File: src/hw/ocr_pkg.sv
// Package of offsets, field positions, reset values and timing for the oscillator control registers.
package ocr_pkg;
  // Register byte offsets (one aligned word each, alias words follow each base).
  localparam logic [7:0] OCR_CTRL_OFS = 8'h00;
  localparam logic [7:0] OCR_TUNE_OFS = 8'h10;
  // Alias offsets added to a base register: plain, clear, set, invert.
  localparam logic [3:0] OCR_ALIAS_PLAIN = 4'h0;
  localparam logic [3:0] OCR_ALIAS_CLR = 4'h4;
  localparam logic [3:0] OCR_ALIAS_SET = 4'h8;
  localparam logic [3:0] OCR_ALIAS_INV = 4'hc;
  // Control register field positions (low bit of each field).
  localparam int OCR_PLL_ODIV_LSB = 27;
  localparam int OCR_FRC_DIV_LSB = 24;
  localparam int OCR_SOSC_RDY_BIT = 22;
  localparam int OCR_DIV_RDY_BIT = 21;
  localparam int OCR_BUS_DIV_LSB = 19;
  localparam int OCR_PLL_MULT_LSB = 16;
  localparam int OCR_CUR_SRC_LSB = 12;
  localparam int OCR_NEW_SRC_LSB = 8;
  localparam int OCR_LOCK_BIT = 7;
  localparam int OCR_USB_PLL_LOCK_FLAG_BIT = 6;
  localparam int OCR_SYSTEM_PLL_LOCK_FLAG_BIT = 5;
  localparam int OCR_SLEEP_BIT = 4;
  localparam int OCR_FAIL_BIT = 3;
  localparam int OCR_USB_FRC_BIT = 2;
  localparam int OCR_SOSC_EN_BIT = 1;
  localparam int OCR_SWITCH_BIT = 0;
  // Bits that software may change by any alias of the control register.
  localparam logic [31:0] OCR_CTRL_WMASK = 32'h3f1f_079f;
  // Tuning field width and mask.
  localparam int OCR_TRIM_W = 6;
  localparam logic [31:0] OCR_TUNE_WMASK = 32'h0000_003f;
  // Reset values of writable fields that are not taken from configuration.
  localparam logic [2:0] OCR_FRC_DIV_RST = 3'h1;
  localparam logic [1:0] OCR_BUS_DIV_RST = 2'h3;
  // Cycles the bus divisor takes to settle after a change, so the ready flag drops.
  localparam int OCR_DIV_SETTLE_CYC = 8;
  // Cycles a source switch takes before it is reported complete.
  localparam int OCR_SWITCH_CYC = 4;
  // Clock source encoding shared by the current and new source fields.
  typedef enum logic [2:0] {
    OCR_SRC_FRC = 3'h0,
    OCR_SRC_FRC_PLL = 3'h1,
    OCR_SRC_PRI = 3'h2,
    OCR_SRC_PRI_PLL = 3'h3,
    OCR_SRC_SEC = 3'h4,
    OCR_SRC_LOW_POWER_INTERNAL_RC = 3'h5,
    OCR_SRC_FRC_DIV16 = 3'h6,
    OCR_SRC_FRC_DIVN = 3'h7
  } ocr_src_t;
endpackage

File: src/hw/ocr_regs.sv
// Oscillator control and tuning registers behind an APB slave.
// Function
// PLL output divider codes give 1..64, 256.
// RC divider codes give 1..64, 256; default two.
// Secondary ready flag shows stable running oscillator.
// Bus divisor writable only while ready flag set.
// Bus divisor 1,2,4,8; resets to eight.
// PLL multiplier codes give 15..21, 24.
// Current source field reports active clock code.
// New source field uses same encoding.
// New source loads from configuration at reset.
// Switch-monitor config 1x: lock bit freezes selections.
// Switch-monitor config 0x: selections never locked.
// USB PLL lock flag shows lock state.
// System PLL lock flag shows lock state.
// Sleep select chooses sleep or idle on wait.
// Clock fail flag set on monitor failure.
// USB RC select picks USB clock source.
// Secondary enable starts and stops oscillator.
// Switch request bit self-clears when done.
// Tuning register holds six-bit field, reset zero.
// Unimplemented control bits ignore writes, read zero.
// Clear, set, invert aliases at 4, 8, C.
// Current source updates as request clears.
`timescale 1ns/1ps
module ocr_regs #(
  parameter int SWITCH_CYC = ocr_pkg::OCR_SWITCH_CYC,
  parameter int DIV_SETTLE_CYC = ocr_pkg::OCR_DIV_SETTLE_CYC
) (
  input wire logic pclk,
  input wire logic presetn,
  input wire logic clk_en,
  input wire logic psel,
  input wire logic penable,
  input wire logic pwrite,
  input wire logic [7:0] paddr,
  input wire logic [31:0] pwdata,
  output logic [31:0] prdata,
  output logic pready,
  output logic pslverr,
  input wire logic [2:0] initial_source_config,
  input wire logic [1:0] switch_monitor_config,
  input wire logic [2:0] pll_output_divider_config,
  input wire logic [2:0] pll_multiplier_config,
  input wire logic [1:0] bus_clock_divisor_config,
  input wire logic secondary_osc_enable_config,
  input wire logic secondary_osc_stable,
  input wire logic system_pll_locked,
  input wire logic usb_pll_locked,
  input wire logic fail_safe_clock_monitor_fail,
  input wire logic wait_executed,
  output logic [ocr_pkg::OCR_TRIM_W-1:0] fast_rc_trim,
  output logic [2:0] current_source,
  output logic [8:0] pll_div_ratio,
  output logic [8:0] frc_div_ratio,
  output logic [3:0] bus_div_ratio,
  output logic [4:0] pll_mult_ratio,
  output logic secondary_osc_run,
  output logic usb_clk_from_frc,
  output logic enter_sleep,
  output logic enter_idle
);
  import ocr_pkg::*;
  // The bus divisor config input is unread; reset gives code 11.

  // Elaboration check: counters are 8 bits wide and need at least one cycle.
  if (SWITCH_CYC < 1 || SWITCH_CYC > 255 || DIV_SETTLE_CYC < 1 || DIV_SETTLE_CYC > 255) begin : g_chk
    $error("ocr_regs: cycle counts must lie in 1..255");
  end

  // Pin-level status inputs, two flip-flops each before use.
  logic [4:0] sync1_ff; // First stage, read only by the second stage.
  logic [4:0] sync2_ff; // Second stage, safe for logic.
  logic [4:0] raw_in; // Gathered asynchronous inputs.
  logic sosc_stable_s; // Synchronised secondary-oscillator stable.
  logic spll_lock_s; // Synchronised system PLL lock.
  logic upll_lock_s; // Synchronised USB PLL lock.
  logic fail_s; // Synchronised clock-fail detect.
  logic wait_s; // Synchronised wait-instruction strobe.
  logic wait_d_ff; // Previous wait level for edge detection.

  // Control register fields.
  logic [2:0] pll_odiv_ff; // PLL output divider code.
  logic [2:0] frc_div_ff; // RC divider code.
  logic [1:0] bus_div_ff; // Peripheral bus divisor code.
  logic [2:0] pll_mult_ff; // PLL multiplier code.
  logic [2:0] cur_src_ff; // Active clock source.
  logic [2:0] new_src_ff; // Requested clock source.
  logic lock_ff; // Clock-selection lock bit.
  logic sleep_ff; // Sleep versus idle choice.
  logic fail_ff; // Sticky clock-fail flag.
  logic usb_frc_ff; // USB clock from RC.
  logic sosc_en_ff; // Secondary oscillator enable.
  logic switch_ff; // Switch request in progress.
  logic [OCR_TRIM_W-1:0] trim_ff; // RC tuning field.
  logic [7:0] sw_cnt_ff; // Cycles left in a source switch.
  logic [7:0] div_cnt_ff; // Cycles left while the bus divisor settles.
  logic [1:0] cfg_cnt_ff; // Catches configuration fields just after reset release.

  // Bus decode.
  logic wr_en; // A write completes this cycle.
  logic hit_ctrl; // Address falls in the control register group.
  logic hit_tune; // Address falls in the tuning register group.
  logic [3:0] alias_sel; // Which alias within the group.
  logic [31:0] ctrl_rd; // Assembled control register image.
  logic [31:0] tune_rd; // Assembled tuning register image.
  logic [31:0] ctrl_nxt; // Control image after the write.
  logic [31:0] tune_nxt; // Tuning image after the write.
  logic sel_locked; // Source and PLL selections frozen.
  logic div_ready; // Bus divisor may be written.
  logic switch_done; // Switch finishes this cycle.

  assign raw_in = {wait_executed, fail_safe_clock_monitor_fail, usb_pll_locked, system_pll_locked,
                   secondary_osc_stable};

  // Synchroniser chain for every pin-level status input.
  always_ff @(posedge pclk or negedge presetn) begin
    if (!presetn) begin
      sync1_ff <= 5'h00;
      sync2_ff <= 5'h00;
    end else if (clk_en) begin
      sync1_ff <= raw_in;
      sync2_ff <= sync1_ff;
    end
  end

  assign sosc_stable_s = sync2_ff[0];
  assign spll_lock_s = sync2_ff[1];
  assign upll_lock_s = sync2_ff[2];
  assign fail_s = sync2_ff[3];
  assign wait_s = sync2_ff[4];

  // APB slave: zero wait states, errors on unmapped words.
  assign pready = 1'b1;
  assign alias_sel = paddr[3:0];
  assign hit_ctrl = (paddr[7:4] == OCR_CTRL_OFS[7:4]) && (paddr[1:0] == 2'h0);
  assign hit_tune = (paddr[7:4] == OCR_TUNE_OFS[7:4]) && (paddr[1:0] == 2'h0);
  // Misaligned or unmapped words get an error and no effect.
  assign pslverr = psel && penable && !(hit_ctrl || hit_tune);
  assign wr_en = psel && penable && pwrite && clk_en && !pslverr;

  // Selections are frozen only when the monitor config is 1x and the lock bit is set.
  assign sel_locked = switch_monitor_config[1] && lock_ff;
  // The divisor becomes writable again once the settle count runs out.
  assign div_ready = (div_cnt_ff == 8'h00);
  assign switch_done = switch_ff && (sw_cnt_ff == 8'h01);

  // Read image; unimplemented bits stay zero.
  always_comb begin
    ctrl_rd = 32'h0000_0000;
    ctrl_rd[OCR_PLL_ODIV_LSB +: 3] = pll_odiv_ff;
    ctrl_rd[OCR_FRC_DIV_LSB +: 3] = frc_div_ff;
    ctrl_rd[OCR_SOSC_RDY_BIT] = sosc_en_ff && sosc_stable_s;
    ctrl_rd[OCR_DIV_RDY_BIT] = div_ready;
    ctrl_rd[OCR_BUS_DIV_LSB +: 2] = bus_div_ff;
    ctrl_rd[OCR_PLL_MULT_LSB +: 3] = pll_mult_ff;
    ctrl_rd[OCR_CUR_SRC_LSB +: 3] = cur_src_ff;
    ctrl_rd[OCR_NEW_SRC_LSB +: 3] = new_src_ff;
    ctrl_rd[OCR_LOCK_BIT] = lock_ff;
    ctrl_rd[OCR_USB_PLL_LOCK_FLAG_BIT] = upll_lock_s;
    ctrl_rd[OCR_SYSTEM_PLL_LOCK_FLAG_BIT] = spll_lock_s;
    ctrl_rd[OCR_SLEEP_BIT] = sleep_ff;
    ctrl_rd[OCR_FAIL_BIT] = fail_ff;
    ctrl_rd[OCR_USB_FRC_BIT] = usb_frc_ff;
    ctrl_rd[OCR_SOSC_EN_BIT] = sosc_en_ff;
    ctrl_rd[OCR_SWITCH_BIT] = switch_ff;
    tune_rd = 32'h0000_0000;
    tune_rd[OCR_TRIM_W-1:0] = trim_ff;
  end

  // Alias decoding: plain write, clear, set and invert of the written ones.
  function automatic logic [31:0] ocr_alias(input logic [31:0] cur, input logic [31:0] wd,
                                            input logic [3:0] sel, input logic [31:0] wmask);
    logic [31:0] r;
    r = cur;
    unique case (sel)
      OCR_ALIAS_PLAIN: r = wd;
      OCR_ALIAS_CLR: r = cur & ~wd;
      OCR_ALIAS_SET: r = cur | wd;
      default: r = cur ^ wd;
    endcase
    return (r & wmask) | (cur & ~wmask);
  endfunction

  assign ctrl_nxt = ocr_alias(ctrl_rd, pwdata, {alias_sel[3:2], 2'b00}, OCR_CTRL_WMASK);
  assign tune_nxt = ocr_alias(tune_rd, pwdata, {alias_sel[3:2], 2'b00}, OCR_TUNE_WMASK);

  // Read data register, loaded on the setup phase so it is valid in the access phase.
  always_ff @(posedge pclk or negedge presetn) begin
    if (!presetn) begin
      prdata <= 32'h0000_0000;
    end else if (clk_en && psel && !penable && !pwrite) begin
      if (hit_ctrl) begin
        prdata <= ctrl_rd;
      end else if (hit_tune) begin
        prdata <= tune_rd;
      end else begin
        prdata <= 32'h0000_0000;
      end
    end
  end

  // Configuration-derived fields: caught one cycle after reset release, since an async
  // reset may only load constants. Later writes to the selections obey the lock; the secondary enable ignores it.
  always_ff @(posedge pclk or negedge presetn) begin
    if (!presetn) begin
      cfg_cnt_ff <= 2'h0;
      new_src_ff <= 3'h0;
      pll_odiv_ff <= 3'h0;
      pll_mult_ff <= 3'h0;
      sosc_en_ff <= 1'b0;
    end else if (clk_en) begin
      if (cfg_cnt_ff == 2'h0) begin
        cfg_cnt_ff <= 2'h1;
        new_src_ff <= initial_source_config;
        pll_odiv_ff <= pll_output_divider_config;
        pll_mult_ff <= pll_multiplier_config;
        sosc_en_ff <= secondary_osc_enable_config;
      end else if (wr_en && hit_ctrl) begin
        if (!sel_locked) begin
          new_src_ff <= ctrl_nxt[OCR_NEW_SRC_LSB +: 3];
          pll_odiv_ff <= ctrl_nxt[OCR_PLL_ODIV_LSB +: 3];
          pll_mult_ff <= ctrl_nxt[OCR_PLL_MULT_LSB +: 3];
        end
        sosc_en_ff <= ctrl_nxt[OCR_SOSC_EN_BIT];
      end
    end
  end

  // Current source follows configuration at start, then the completed switch.
  always_ff @(posedge pclk or negedge presetn) begin
    if (!presetn) begin
      cur_src_ff <= 3'h0;
    end else if (clk_en) begin
      if (cfg_cnt_ff == 2'h0) begin
        cur_src_ff <= initial_source_config;
      end else if (switch_done) begin
        cur_src_ff <= new_src_ff;
      end
    end
  end

  // Switch request: set by software, counted down, cleared by hardware on completion.
  // A lock does not block a switch already requested; it blocks new requests and freezes the fields.
  always_ff @(posedge pclk or negedge presetn) begin
    if (!presetn) begin
      switch_ff <= 1'b0;
      sw_cnt_ff <= 8'h00;
    end else if (clk_en) begin
      if (switch_done) begin
        switch_ff <= 1'b0;
        sw_cnt_ff <= 8'h00;
      end else if (switch_ff) begin
        sw_cnt_ff <= sw_cnt_ff - 8'h01;
      end else if (wr_en && hit_ctrl && ctrl_nxt[OCR_SWITCH_BIT] && !sel_locked) begin
        switch_ff <= 1'b1;
        sw_cnt_ff <= 8'(SWITCH_CYC);
      end
    end
  end

  // Peripheral bus divisor: writes land only while ready, then ready drops for the settle time.
  always_ff @(posedge pclk or negedge presetn) begin
    if (!presetn) begin
      bus_div_ff <= OCR_BUS_DIV_RST;
      div_cnt_ff <= 8'h00;
    end else if (clk_en) begin
      if (wr_en && hit_ctrl && div_ready && (ctrl_nxt[OCR_BUS_DIV_LSB +: 2] != bus_div_ff)) begin
        bus_div_ff <= ctrl_nxt[OCR_BUS_DIV_LSB +: 2];
        div_cnt_ff <= 8'(DIV_SETTLE_CYC);
      end else if (div_cnt_ff != 8'h00) begin
        div_cnt_ff <= div_cnt_ff - 8'h01;
      end
    end
  end

  // Plain software fields and the tuning register.
  always_ff @(posedge pclk or negedge presetn) begin
    if (!presetn) begin
      frc_div_ff <= OCR_FRC_DIV_RST;
      lock_ff <= 1'b0;
      sleep_ff <= 1'b0;
      usb_frc_ff <= 1'b0;
      trim_ff <= '0;
    end else if (clk_en) begin
      if (wr_en && hit_ctrl) begin
        frc_div_ff <= ctrl_nxt[OCR_FRC_DIV_LSB +: 3];
        lock_ff <= ctrl_nxt[OCR_LOCK_BIT];
        sleep_ff <= ctrl_nxt[OCR_SLEEP_BIT];
        usb_frc_ff <= ctrl_nxt[OCR_USB_FRC_BIT];
      end
      if (wr_en && hit_tune) begin
        trim_ff <= tune_nxt[OCR_TRIM_W-1:0];
      end
    end
  end

  // Clock-fail flag: the monitor sets it and software may clear it; a set wins.
  // A clear meeting a new failure loses, so none is missed.
  always_ff @(posedge pclk or negedge presetn) begin
    if (!presetn) begin
      fail_ff <= 1'b0;
    end else if (clk_en) begin
      if (fail_s) begin
        fail_ff <= 1'b1;
      end else if (wr_en && hit_ctrl) begin
        fail_ff <= ctrl_nxt[OCR_FAIL_BIT];
      end
    end
  end

  // Wait strobe edge detector, used to pulse the power-mode request.
  // Resetting low matches the idle pin, so no false edge follows.
  always_ff @(posedge pclk or negedge presetn) begin
    if (!presetn) begin
      wait_d_ff <= 1'b0;
      enter_sleep <= 1'b0;
      enter_idle <= 1'b0;
    end else if (clk_en) begin
      wait_d_ff <= wait_s;
      enter_sleep <= wait_s && !wait_d_ff && sleep_ff;
      enter_idle <= wait_s && !wait_d_ff && !sleep_ff;
    end
  end

  // Outputs from registers.
  assign fast_rc_trim = trim_ff;
  assign current_source = cur_src_ff;
  assign secondary_osc_run = sosc_en_ff;
  assign usb_clk_from_frc = usb_frc_ff;

  // Ratio decode of the stored codes.
  ocr_ratio_decode u_dec (
    .pll_output_divider(pll_odiv_ff),
    .fast_rc_divider(frc_div_ff),
    .bus_clock_divisor(bus_div_ff),
    .pll_multiplier(pll_mult_ff),
    .pll_div_ratio(pll_div_ratio),
    .frc_div_ratio(frc_div_ratio),
    .bus_div_ratio(bus_div_ratio),
    .pll_mult_ratio(pll_mult_ratio)
  );
endmodule // ocr_regs

File: src/hw/ocr_ratio_decode.sv
// Decoder of the divider and multiplier codes into plain ratio values.
`timescale 1ns/1ps
module ocr_ratio_decode (
  input wire logic [2:0] pll_output_divider,
  input wire logic [2:0] fast_rc_divider,
  input wire logic [1:0] bus_clock_divisor,
  input wire logic [2:0] pll_multiplier,
  output logic [8:0] pll_div_ratio,
  output logic [8:0] frc_div_ratio,
  output logic [3:0] bus_div_ratio,
  output logic [4:0] pll_mult_ratio
);
  // Power-of-two ladder with the last step jumping to 256, shared by two dividers.
  function automatic logic [8:0] ocr_pow_div(input logic [2:0] code);
    logic [8:0] r;
    r = 9'h001;
    if (code == 3'h7) begin
      r = 9'h100;
    end else begin
      r = 9'(9'h001 << code);
    end
    return r;
  endfunction

  // Output divider of the PLL.
  assign pll_div_ratio = ocr_pow_div(pll_output_divider);
  // Divider of the fast internal RC.
  assign frc_div_ratio = ocr_pow_div(fast_rc_divider);
  // Bus divisor is a plain power of two up to eight.
  assign bus_div_ratio = 4'(4'h1 << bus_clock_divisor);

  // Multiplier ladder runs 15 to 21, then jumps to 24.
  always_comb begin
    if (pll_multiplier == 3'h7) begin
      pll_mult_ratio = 5'h18;
    end else begin
      pll_mult_ratio = 5'(5'h0f + 5'(pll_multiplier));
    end
  end
endmodule // ocr_ratio_decode

File: config.mk
export PLATFORM = sky130hd
export DESIGN_NAME = ocr_regs
export DESIGN_NICKNAME = d
export VERILOG_FILES = /design/src/hw/ocr_pkg.sv /design/src/hw/ocr_regs.sv /design/src/hw/ocr_ratio_decode.sv
export SDC_FILE = /design/constraint.sdc
export NUM_CORES = 1
export LEC_CHECK = 0
export ABC_AREA = 1
export BUFFER_PORTS_ARGS = -buffer_cell sky130_fd_sc_hd__buf_2
export CAP_MARGIN = 20
export CORE_MARGIN = 5
export CORE_UTILIZATION = 59
export DETAILED_ROUTE_END_ITERATION = 16
export PLACE_DENSITY = 0.87
export SKIP_CTS_REPAIR_TIMING = 1
export SLEW_MARGIN = 20
export SYNTH_ARGS = -nofsm -noshare
export SYNTH_HDL_FRONTEND = slang
export SYNTH_SLANG_ARGS = --single-unit
File: constraint.sdc
create_clock -name pclk -period 4.2 [get_ports pclk]
set_clock_uncertainty 0.05 [all_clocks]
set_input_delay 0.84 -clock pclk [delete_from_list [all_inputs] [get_ports pclk]]
set_output_delay 0.84 -clock pclk [all_outputs]
set_load 0.005 [all_outputs]
; ---- Word level (Yosys, flattened, before mapping)
; Cells that the tools add are included.
; W data, S select, Z words.
[word_totals]
register_bits = 91
input_bits = 65
word_cells = 126
[op_classes]
add_sub_neg = 3
eq_ne = 9
shift = 3
muxes = 30
n_bitwise = 8
n_reduce_logical = 51
[op_table]
columns = operator, n
row1 = $pmux W30 S3, 1
row2 = $mux W8, 5
row3 = $mux W3, 11
row4 = $and A30 B30 Y30, 1
row5 = $mux W30, 1
row6 = $not A30 Y30, 1
row7 = $or A30 B23 Y30, 1
row8 = $or A30 B30 Y30, 1
row9 = $xor A30 B30 Y30, 1
row10 = $logic_and A1 B1 Y1, 22
row11 = $mux W9, 2
row12 = $pmux W6 S3, 1
row13 = $reduce_and A2 Y1, 9
row14 = $shl A1 B3 Y9 const A, 2
row15 = $sub A8 B1 Y8 const B, 2
row16 = $eq A3 B3 Y1 const B, 3
row17 = $eq A8 B1 Y1 const B, 1
row18 = $logic_not A8 Y1, 1
row19 = $reduce_bool A2 Y1, 4
row20 = $reduce_bool A8 Y1, 1
row21 = $logic_not A1 Y1, 7
row22 = $mux W1, 7
row23 = $and A6 B6 Y6, 1
row24 = $logic_not A2 Y1, 3
row25 = 15 further kinds, 15

; ---- Longest topological paths before layout
; Gate-level depths: netlist (run 1).
[logic_depth]
word_depth = 13
depth_mapped = 13
mapped_depth_nobuf = 13

; ---- Modules after synthesis
; A second synthesis (run 1) with hierarchy kept.
[unflattened]
cells_unflattened = 710
area_unflattened_um2 = 5572.8
[by_module_without_submodules]
columns = module, instances, cells_per_inst, area_per_inst_um2, seq_area_each_um2
row1 = ocr_regs, 1, 658, 5336.4, 2155.8
row2 = ocr_ratio_decode, 1, 52, 236.5, 0.0

; ---- Worst setup path before layout (run 1)
; No wires, ideal clock.
[synth_timing]
path_kind = input to register
from = input pwdata[19]
to = register div_cnt_ff[3]
arrival_ps = 1949
t_required_ps = 4085
path_slack_ps = 2136
path_stages = 11
path_buffers = 1
path_cell_list = inv_1 -> ha_1 -> or2_1 -> nand2_2 -> nand2_1 -> nand2_1 -> nand2_1 -> nand2_2 -> buf_6 -> nand3_1 -> nand2_1
[synth_between]
elab_chain_len = 8
[synth_rtl]
columns = element, line_no
row1 = from (decl), ocr_regs.sv:37  ; input wire logic [31:0] pwdata,
row2 = $not A30 Y30, -
row3 = $and A30 B30 Y30, ocr_regs.sv:178  ; OCR_ALIAS_CLR: r = cur & ~wd;
row4 = $pmux W30 S3 (*), ocr_regs.sv:176  ; unique case (sel)
row5 = $or A30 B23 Y30 (*), ocr_regs.sv:182  ; return (r & wmask) | (cur & ~wmask);
row6 = $ne A2 B2 Y1 (*), ocr_regs.sv:268  ; if (wr_en && hit_ctrl && div_ready && (ctrl_nxt[OCR_BUS_DIV_LSB +: 2] != bus_div_ff)) begin
row7 = $logic_and A1 B1 Y1 (*), ocr_regs.sv:268
row8 = $reduce_bool A2 Y1 (no line), -
row9 = $reduce_and A2 Y1 (no line), -
row10 = to (signal assigned), ocr_regs.sv:270  ; div_cnt_ff <= 8'(DIV_SETTLE_CYC);
row11 = to (signal assigned), ocr_regs.sv:272  ; div_cnt_ff <= div_cnt_ff - 8'h01;
row12 = to (decl), ocr_regs.sv:97  ; logic [7:0] div_cnt_ff;
; Mark *: on every way between the ends. The rest lies on a longest branch, timed or not.
; A chain may end at the register's enable or synchronous reset.

; ---- Worst setup path in the final report (run 1)
[layout_timing]
from = register pll_mult_ff[0]
to = output pll_mult_ratio[2]
[layout_between]
elab_chain_len = 2
[layout_rtl]
columns = element, line_no
row1 = from (decl), ocr_regs.sv:86  ; logic [2:0] pll_mult_ff;
row2 = from (signal assigned), ocr_regs.sv:217  ; pll_mult_ff <= pll_multiplier_config;
row3 = from (signal assigned), ocr_regs.sv:223  ; pll_mult_ff <= ctrl_nxt[OCR_PLL_MULT_LSB +: 3];
row4 = $add A4 B3 Y5 or $eq A3 B3 Y1 (tied branches), "ocr_ratio_decode.sv:37, ocr_ratio_decode.sv:34"
row5 = $mux W5 (*), ocr_ratio_decode.sv:34  ; if (pll_multiplier == 3'h7) begin
row6 = to (decl), ocr_regs.sv:57  ; output logic [4:0] pll_mult_ratio,
; Marks and branches as above.

==> results of run 1 <==
-- registers in the layout (all words and copies together), names as in the netlist, 2 cells and up --
register,count
prdata,27
div_cnt_ff,8
sw_cnt_ff,8
fast_rc_trim,6
sync1_ff,5
sync2_ff,5
current_source,3
frc_div_ff,3
new_src_ff,3
pll_mult_ff,3
pll_odiv_ff,3
bus_div_ff,2
-- metrics by stage --
stage                     util [%]  hold WS (ns)  std cells
after detailed placement      66.7         0.408        939
after global routing          68.7         0.463        956
after global placement        66.7         0.405        939
final                         68.7         0.428        956
after CTS                     68.6         0.432        955
after floorplan                  -         0.392        727
-- area by class of cell --
cell class / instances / share of cell area [%]
Antenna cell: 1 / 0.0393
Inverter: 118 / 6.95
Sequential cell: 86 / 33.8
Tap cell: 129 / 2.53
Clock inverter: 7 / 0.883
Timing Repair Buffer: 117 / 9.32
Multi-Input combinational cell: 489 / 44.5
Clock buffer: 9 / 1.94
-- kinds of logic after synthesis --
logic type,synth area share [%]
AO/OA/AOI/OAI,13.0
XOR/XNOR,1.40
adder cells (fa/ha/maj),12.7
buffers and inverters,11.6
flip-flops,38.3
other,0.134
AND/OR/NAND/NOR,22.9
-- metal layers --
metal / GRT usage (%) / part of all wire [%]
met5: 0 / 0
met3: 4.92 / 6.3
met4: 9.56 / 2.8
met2: 43.5 / 50
met1: 31.5 / 41
-- synth_stat cells (all sizes together) --
cell / count
and3: 1
inv: 118
xnor2: 4
conb: 2
nor2: 32
dfstp: 3
o211ai: 4
o2111ai: 12
nand4: 2
or2: 6
dfrtp: 83
o22ai: 19
o21ai: 57
a21oi: 14
nand3: 39
o221ai: 8
clkbuf: 11
o32ai: 1
xor2: 5
o21a: 1
a211oi: 2
nor3: 24
ha: 57
buf: 23
nand2: 193
-- worst max-delay path, cell delays in order, from the launching register on --
cell and delay [ns]:
dfrtp_1 0.44, nor2_1 0.17, ha_1 0.24, or2_2 0.29, inv_1 0.05, buf_2 0.10
-- power by group --
part           internal (mW)  leakage (nW)  total [mW]  switching (mW)
registers              0.945          1.10        1.06           0.114
logic                  0.263          2.26       0.652           0.389
clock network          0.221        0.0902       0.553           0.332
-- worst max path at each step --
| stage | cells past startpoint | from | end |
|---|---|---|---|
| 2_1_floorplan | 11 | pwdata[19] | div_cnt_ff[3]$_DFFE_PN0P_ |
| 3_3_place_gp | 5 | clk_en | prdata[22]$_DFFE_PN0P_ |
| 3_5_place_dp | 5 | clk_en | prdata[22]$_DFFE_PN0P_ |
| 4_1_cts | 5 | pll_mult_ff[0]$_DFFE_PN0P_ | pll_mult_ratio[2] |
| 5_1_grt | 5 | pll_mult_ff[0]$_DFFE_PN0P_ | pll_mult_ratio[2] |
| 6_report | 5 | pll_mult_ff[0]$_DFFE_PN0P_ | pll_mult_ratio[2] |
==> flow_summary.json, run 1 <==
{
  "status": "completed",
  "dpl_cell_area_um2": 6190,
  "rr_startpoint": "bus_div_ff[0]$_DFFE_PN1P_",
  "vias": 5217,
  "synthTopCellsByArea": "dfrtp_1 (37%), ha_1 (13%), nand2_1 (12%)",
  "reg2reg_depth": 11,
  "cp.required_ns": 3.31,
  "hpwl_mm": 10.3,
  "hold-path-endpoint": "sync1_ff[0]$_DFFE_PN0P_",
  "p_leak_nw": 3.45,
  "mostFrequentLayoutCells": "nand2_1 (186), inv_1 (115), buf_2 (115)",
  "cp-start-kind": "register",
  "synth_cell_types": 40,
  "drtIter0Drc": 299,
  "ant_nets": 0,
  "worstSetupPathType": "register to output pin",
  "r2r_slack_ns": 2.09,
  "multi_input_area_um2": 2840,
  "grt_pass1_vias": 5193,
  "hp-start": "sync1_ff[0]$_DFFE_PN0P_",
  "numCtsBuffers": 9,
  "wirelength_mm": 14.2,
  "grt_max_degree": 87,
  "clock_latency_ns": 0.36,
  "tns_ns": 0,
  "fp.dieH_um": 108,
  "core_um2": 9280,
  "synth_area_per_cell_um2": 7.80,
  "clock.fmax_mhz": 393,
  "antenna_found_initial": 1,
  "pre_cts_slack_ns": 1.41,
  "final_area_um2": 6370,
  "die_w_um": 108,
  "ff_latch_area_um2": 2160,
  "setup_viol": 0,
  "pin_count": 139,
  "yosysTopAreaCell": "dfrtp_1",
  "clock-sinks": 86,
  "viasPerCell": 5.46,
  "drc": 0,
  "ys_ff_latch": 86,
  "maxSlewViolCount": 0,
  "cap_violations": 0,
  "dr.pass1.iters": 5,
  "vdd_drop_max_uv": 192,
  "cts_root_buffer": "clkbuf_8",
  "yosysSeqAreaShare_pct": 38.3,
  "wl_per_cell_um": 14.9,
  "r2r_end": "div_cnt_ff[3]$_DFFE_PN0P_",
  "total_power_mw": 2.27,
  "post_route_cells_drive_above_1_share_pct": 19.1,
  "fillers": 787,
  "critPathCaptureType": "output pin",
  "design.die.area_um2": 11600,
  "synth_top_area_share_pct": 36.9,
  "fin_nets": 943,
  "num_rows": 35,
  "worstHoldPathCells": 2,
  "grt-ovfl-total": 0,
  "grt_pass1_wl_mm": 23.8,
  "min_period_ns": 2.55,
  "post-route-period-util_pct": 60.6,
  "crit_path_max_fanout": 5,
  "clk_pin_slew_ns": 0.09,
  "routabilityCongestion": 0.872,
  "syn_area_um2": 5620,
  "p_per_area_nw_per_um2": 355,
  "fin_ws_ns": 1.65,
  "track_usage_pct": 25.3,
  "slew_headroom_pct": 30.9,
  "final_common_cell": "nand2_1",
  "rsz0062_at_grt": "false",
  "area_delta_synth_final_pct": 13.4,
  "start_util_pct": 60.6,
  "syn_inst": 721,
  "hold_viol_final": 0,
  "h-tree-depth": 3,
  "cts_buffer_depth": 2,
  "synth_warnings": 0,
  "io_buffers": 116,
  "tightest_slew_ns": 1.03,
  "cts_tree": "yes",
  "cp_data_arrival_time_ns": 1.66,
  "hold_path_class": "register to register"
}
Power figures use the tool's default switching activity.
==> run 2: changes to the inputs <==
--- a/config.mk
+++ b/config.mk
@@ -5,13 +5,13 @@
 export SDC_FILE = /design/constraint.sdc
 export NUM_CORES = 1
 export LEC_CHECK = 0
-export ABC_AREA = 1
+export ABC_AREA = 0
 export BUFFER_PORTS_ARGS = -buffer_cell sky130_fd_sc_hd__buf_2
 export CAP_MARGIN = 20
 export CORE_MARGIN = 5
-export CORE_UTILIZATION = 59
+export CORE_UTILIZATION = 49
 export DETAILED_ROUTE_END_ITERATION = 16
-export PLACE_DENSITY = 0.87
+export PLACE_DENSITY = 0.77
 export SKIP_CTS_REPAIR_TIMING = 1
 export SLEW_MARGIN = 20
 export SYNTH_ARGS = -nofsm -noshare
==> constraint.sdc (replaced) <==
create_clock -name pclk -period 2.3 [get_ports pclk]
set_clock_uncertainty 0.05 [all_clocks]
set_input_delay 0.46 -clock pclk [delete_from_list [all_inputs] [get_ports pclk]]
set_output_delay 0.46 -clock pclk [all_outputs]
set_load 0.005 [all_outputs]
==> flow_summary.json, run 2 <==
{
  "tightest_slew_ns": 0.509,
  "cts_root_buffer": "clkbuf_16",
  "top_regs": "prdata x27, div_cnt_ff x8, sw_cnt_ff x8",
  "slowest_delay_ns": 0.56,
  "routabilityCongestion": 0.835,
  "hpwl_mm": 10.1,
  "p_sw_mw": 1.19,
  "synth_commonest_cells": "dfrtp_1 (83), nand2_1 (78), inv_1 (73), ha_1 (57), o21ai_0 (51)",
  "synthArstFlopShare_pct": 100,
  "combPwrFrac_pct": 20.8,
  "core_um2": 11300,
  "ys_ff_latch": 86,
  "dr.pass1.iters": 4,
  "viasPerCell": 5.40,
  "track_usage_pct": 20.6,
  "rr_startpoint": "bus_div_ff[0]$_DFFE_PN1P_",
  "clock.fmax_mhz": 448,
  "p_leak_nw": 3.45,
  "start_util_pct": 49.5,
  "pin_count": 139,
  "clk_pin_slew_ns": 0.06,
  "grt_max_degree": 55,
  "vdd_drop_max_uv": 459,
  "yosysSeqAreaShare_pct": 38.6,
  "design.die.area_um2": 13600,
  "min_period_ns": 2.23,
  "cp-start-kind": "primary input",
  "fin_cells": 847,
  "fp.dieH_um": 117,
  "swShare_pct": 29.8,
  "cp_data_arrival_time_ns": 1.72,
  "synth_top_area_share_pct": 37.2,
  "largest_register_ff_count": 27,
  "yosysTopAreaCell": "dfrtp_1",
  "status": "completed",
  "synth-main-ff-cell": "dfrtp_1",
  "path_cells": "buf_2 -> or4_4 -> or2_2 -> and3_1 -> buf_2",
  "synth_area_per_cell_um2": 9.61,
  "critical_path.slowest_cell": "or4_4",
  "wirelength_mm": 13.4,
  "fin_ws_ns": 0.0696,
  "synthTopCellsByArea": "dfrtp_1 (37%), ha_1 (13%), mux4_2 (7.3%)",
  "mostFrequentLayoutCells": "buf_2 (115), dfrtp_1 (83), nand2_1 (78)",
  "num_rows": 39,
  "maxSlewViolCount": 0,
  "final_common_cell": "buf_2",
  "synth_edf_count": 0,
  "internal_power_mw": 2.80,
  "grt_pass1_vias": 4623,
  "crit_path_max_fanout": 3,
  "drtIter0Drc": 277,
  "pwr-share-seq_pct": 45.7,
  "tns_ns": 0,
  "dpl.cell_count": 831,
  "die_w_um": 117,
  "antenna_cells": 0,
  "pre_cts_slack_ns": -0.0520,
  "synth_most_common_cell": "dfrtp_1",
  "numCtsBuffers": 9,
  "cts_tree": "yes",
  "wl_per_cell_um": 15.9,
  "synth_warnings": 0,
  "clockPowerShare_pct": 33.5,
  "io_buffers": 116,
  "hold_viol_final": 0,
  "cts_buffer_depth": 2,
  "cap_violations": 0,
  "critPathCaptureType": "output pin",
  "worstSetupPathType": "primary input to output pin",
  "vias": 4570,
  "antenna_found_initial": 1,
  "crit_top_cell": "buf_2",
  "syn_inst": 581,
  "drc": 0,
  "synth_cell_types": 49,
  "grt-ovfl-total": 0,
  "grt_pass1_wl_mm": 22.2,
  "post_route_cells_drive_above_1_share_pct": 29.7,
  "clock_latency_ns": 0.35,
  "clock-sinks": 86,
  "p_per_area_nw_per_um2": 600,
  "slew_headroom_pct": 66.1,
  "largest-register": "prdata",
  "hold_path_class": "primary input to asynchronous set/reset pin",
  "syn_area_um2": 5580,
  "setup_viol": 0,
  "post-route-period-util_pct": 97.0,
  "fin_nets": 821,
  "total_power_mw": 3.99,
  "rsz0062_at_grt": "false",
  "ant_nets": 0,
  "crit_start": "paddr[7]",
  "cp.required_ns": 1.79,
  "h-tree-depth": 3,
  "area_delta_synth_final_pct": 19.0,
  "final_util_pct": 58.9
}
==> run 2: cell types whose count changed after synthesis, sizes merged, moves of 7 or more <==
| cell | change |
|---|---|
| nand2 | -115 |
| inv | -45 |
| nand3 | -35 |
| mux2 | +22 |
| mux2i | +18 |
| mux4 | +18 |
| o22ai | -18 |
| o2111ai | -12 |
| a211oi | +10 |
| o31ai | +9 |
| nor2 | -8 |
| o221ai | -8 |
| a31oi | +7 |
==> run 2: stage by stage <==
step                area, um^2  hold slack, ns
global route              6640          0.0534
finish                    6640         0.00666
floorplan                 5610           0.114
CTS                       6630          0.0185
detailed placement        6370           0.396
global placement          6370           0.391
==> run 2: final timing paths <==
path	to	slack, ns	depth (start not counted)
worst min register to register	prdata[6]$_DFFE_PN0P_	0.43	2
min in group pclk	sync1_ff[0]$_DFFE_PN0P_	0.29	2
max in group asynchronous	pll_odiv_ff[1]$_DFFE_PN0P_	1.51	2
worst min-delay path	enter_idle$_DFFE_PN0P_	0.007	1
worst max register to register	div_cnt_ff[3]$_DFFE_PN0P_	0.16	6
worst max-delay path	pslverr	0.07	5
==> run 2: power groups by stage <==
stage | sequential (mW) | clock, mW | combinational [mW]
after floorplan | 1.80 | 0 | 0.563
after global placement | 1.83 | 0 | 0.769
after detailed placement | 1.84 | 0 | 0.828
after CTS | 1.82 | 1.37 | 0.832
after global routing | 1.85 | 1.43 | 0.953
final | 1.82 | 1.33 | 0.831
==> run 2: cell families (layout without fill, tap and decap cells) <==
kind of cell,count (synthesis),in the layout,share of synthesized area [%]
compound gates,108,108,11.7
xor+xnor,4,4,0.627
fa+ha+maj,57,57,12.8
buf+inv,110,227,8.25
flops,86,86,38.6
mux,58,58,14.9
other cells,2,8,0.135
simple gates,156,156,13.0
==> run 2: worst max-delay path: cells and delay by family <==
kind / cells / cell delay [ns]
buffers and inverters: 2 / 0.22
and+or+nand+nor: 3 / 1.05
==> run 2: area by class of cell <==
class                           count  area [um^2]
Fill cell                         956         4630
Multi-Input combinational cell    391         3010
Clock inverter                      6         38.8
Clock buffer                       10          229
Tap cell                          143          179
Inverter                           73          274
Timing Repair Buffer              138          761
Sequential cell                    86         2160
==> run 2: routing by layer <==
layer / vias up / wire length (um) / track usage [%]
met2: 126 / 6810 / 34.7
met3: 16 / 870 / 4.40
met4: 2 / 209 / 7.42
li1: 2198 / - / -
met5: - / 17 / 0
met1: 2228 / 5530 / 26.2
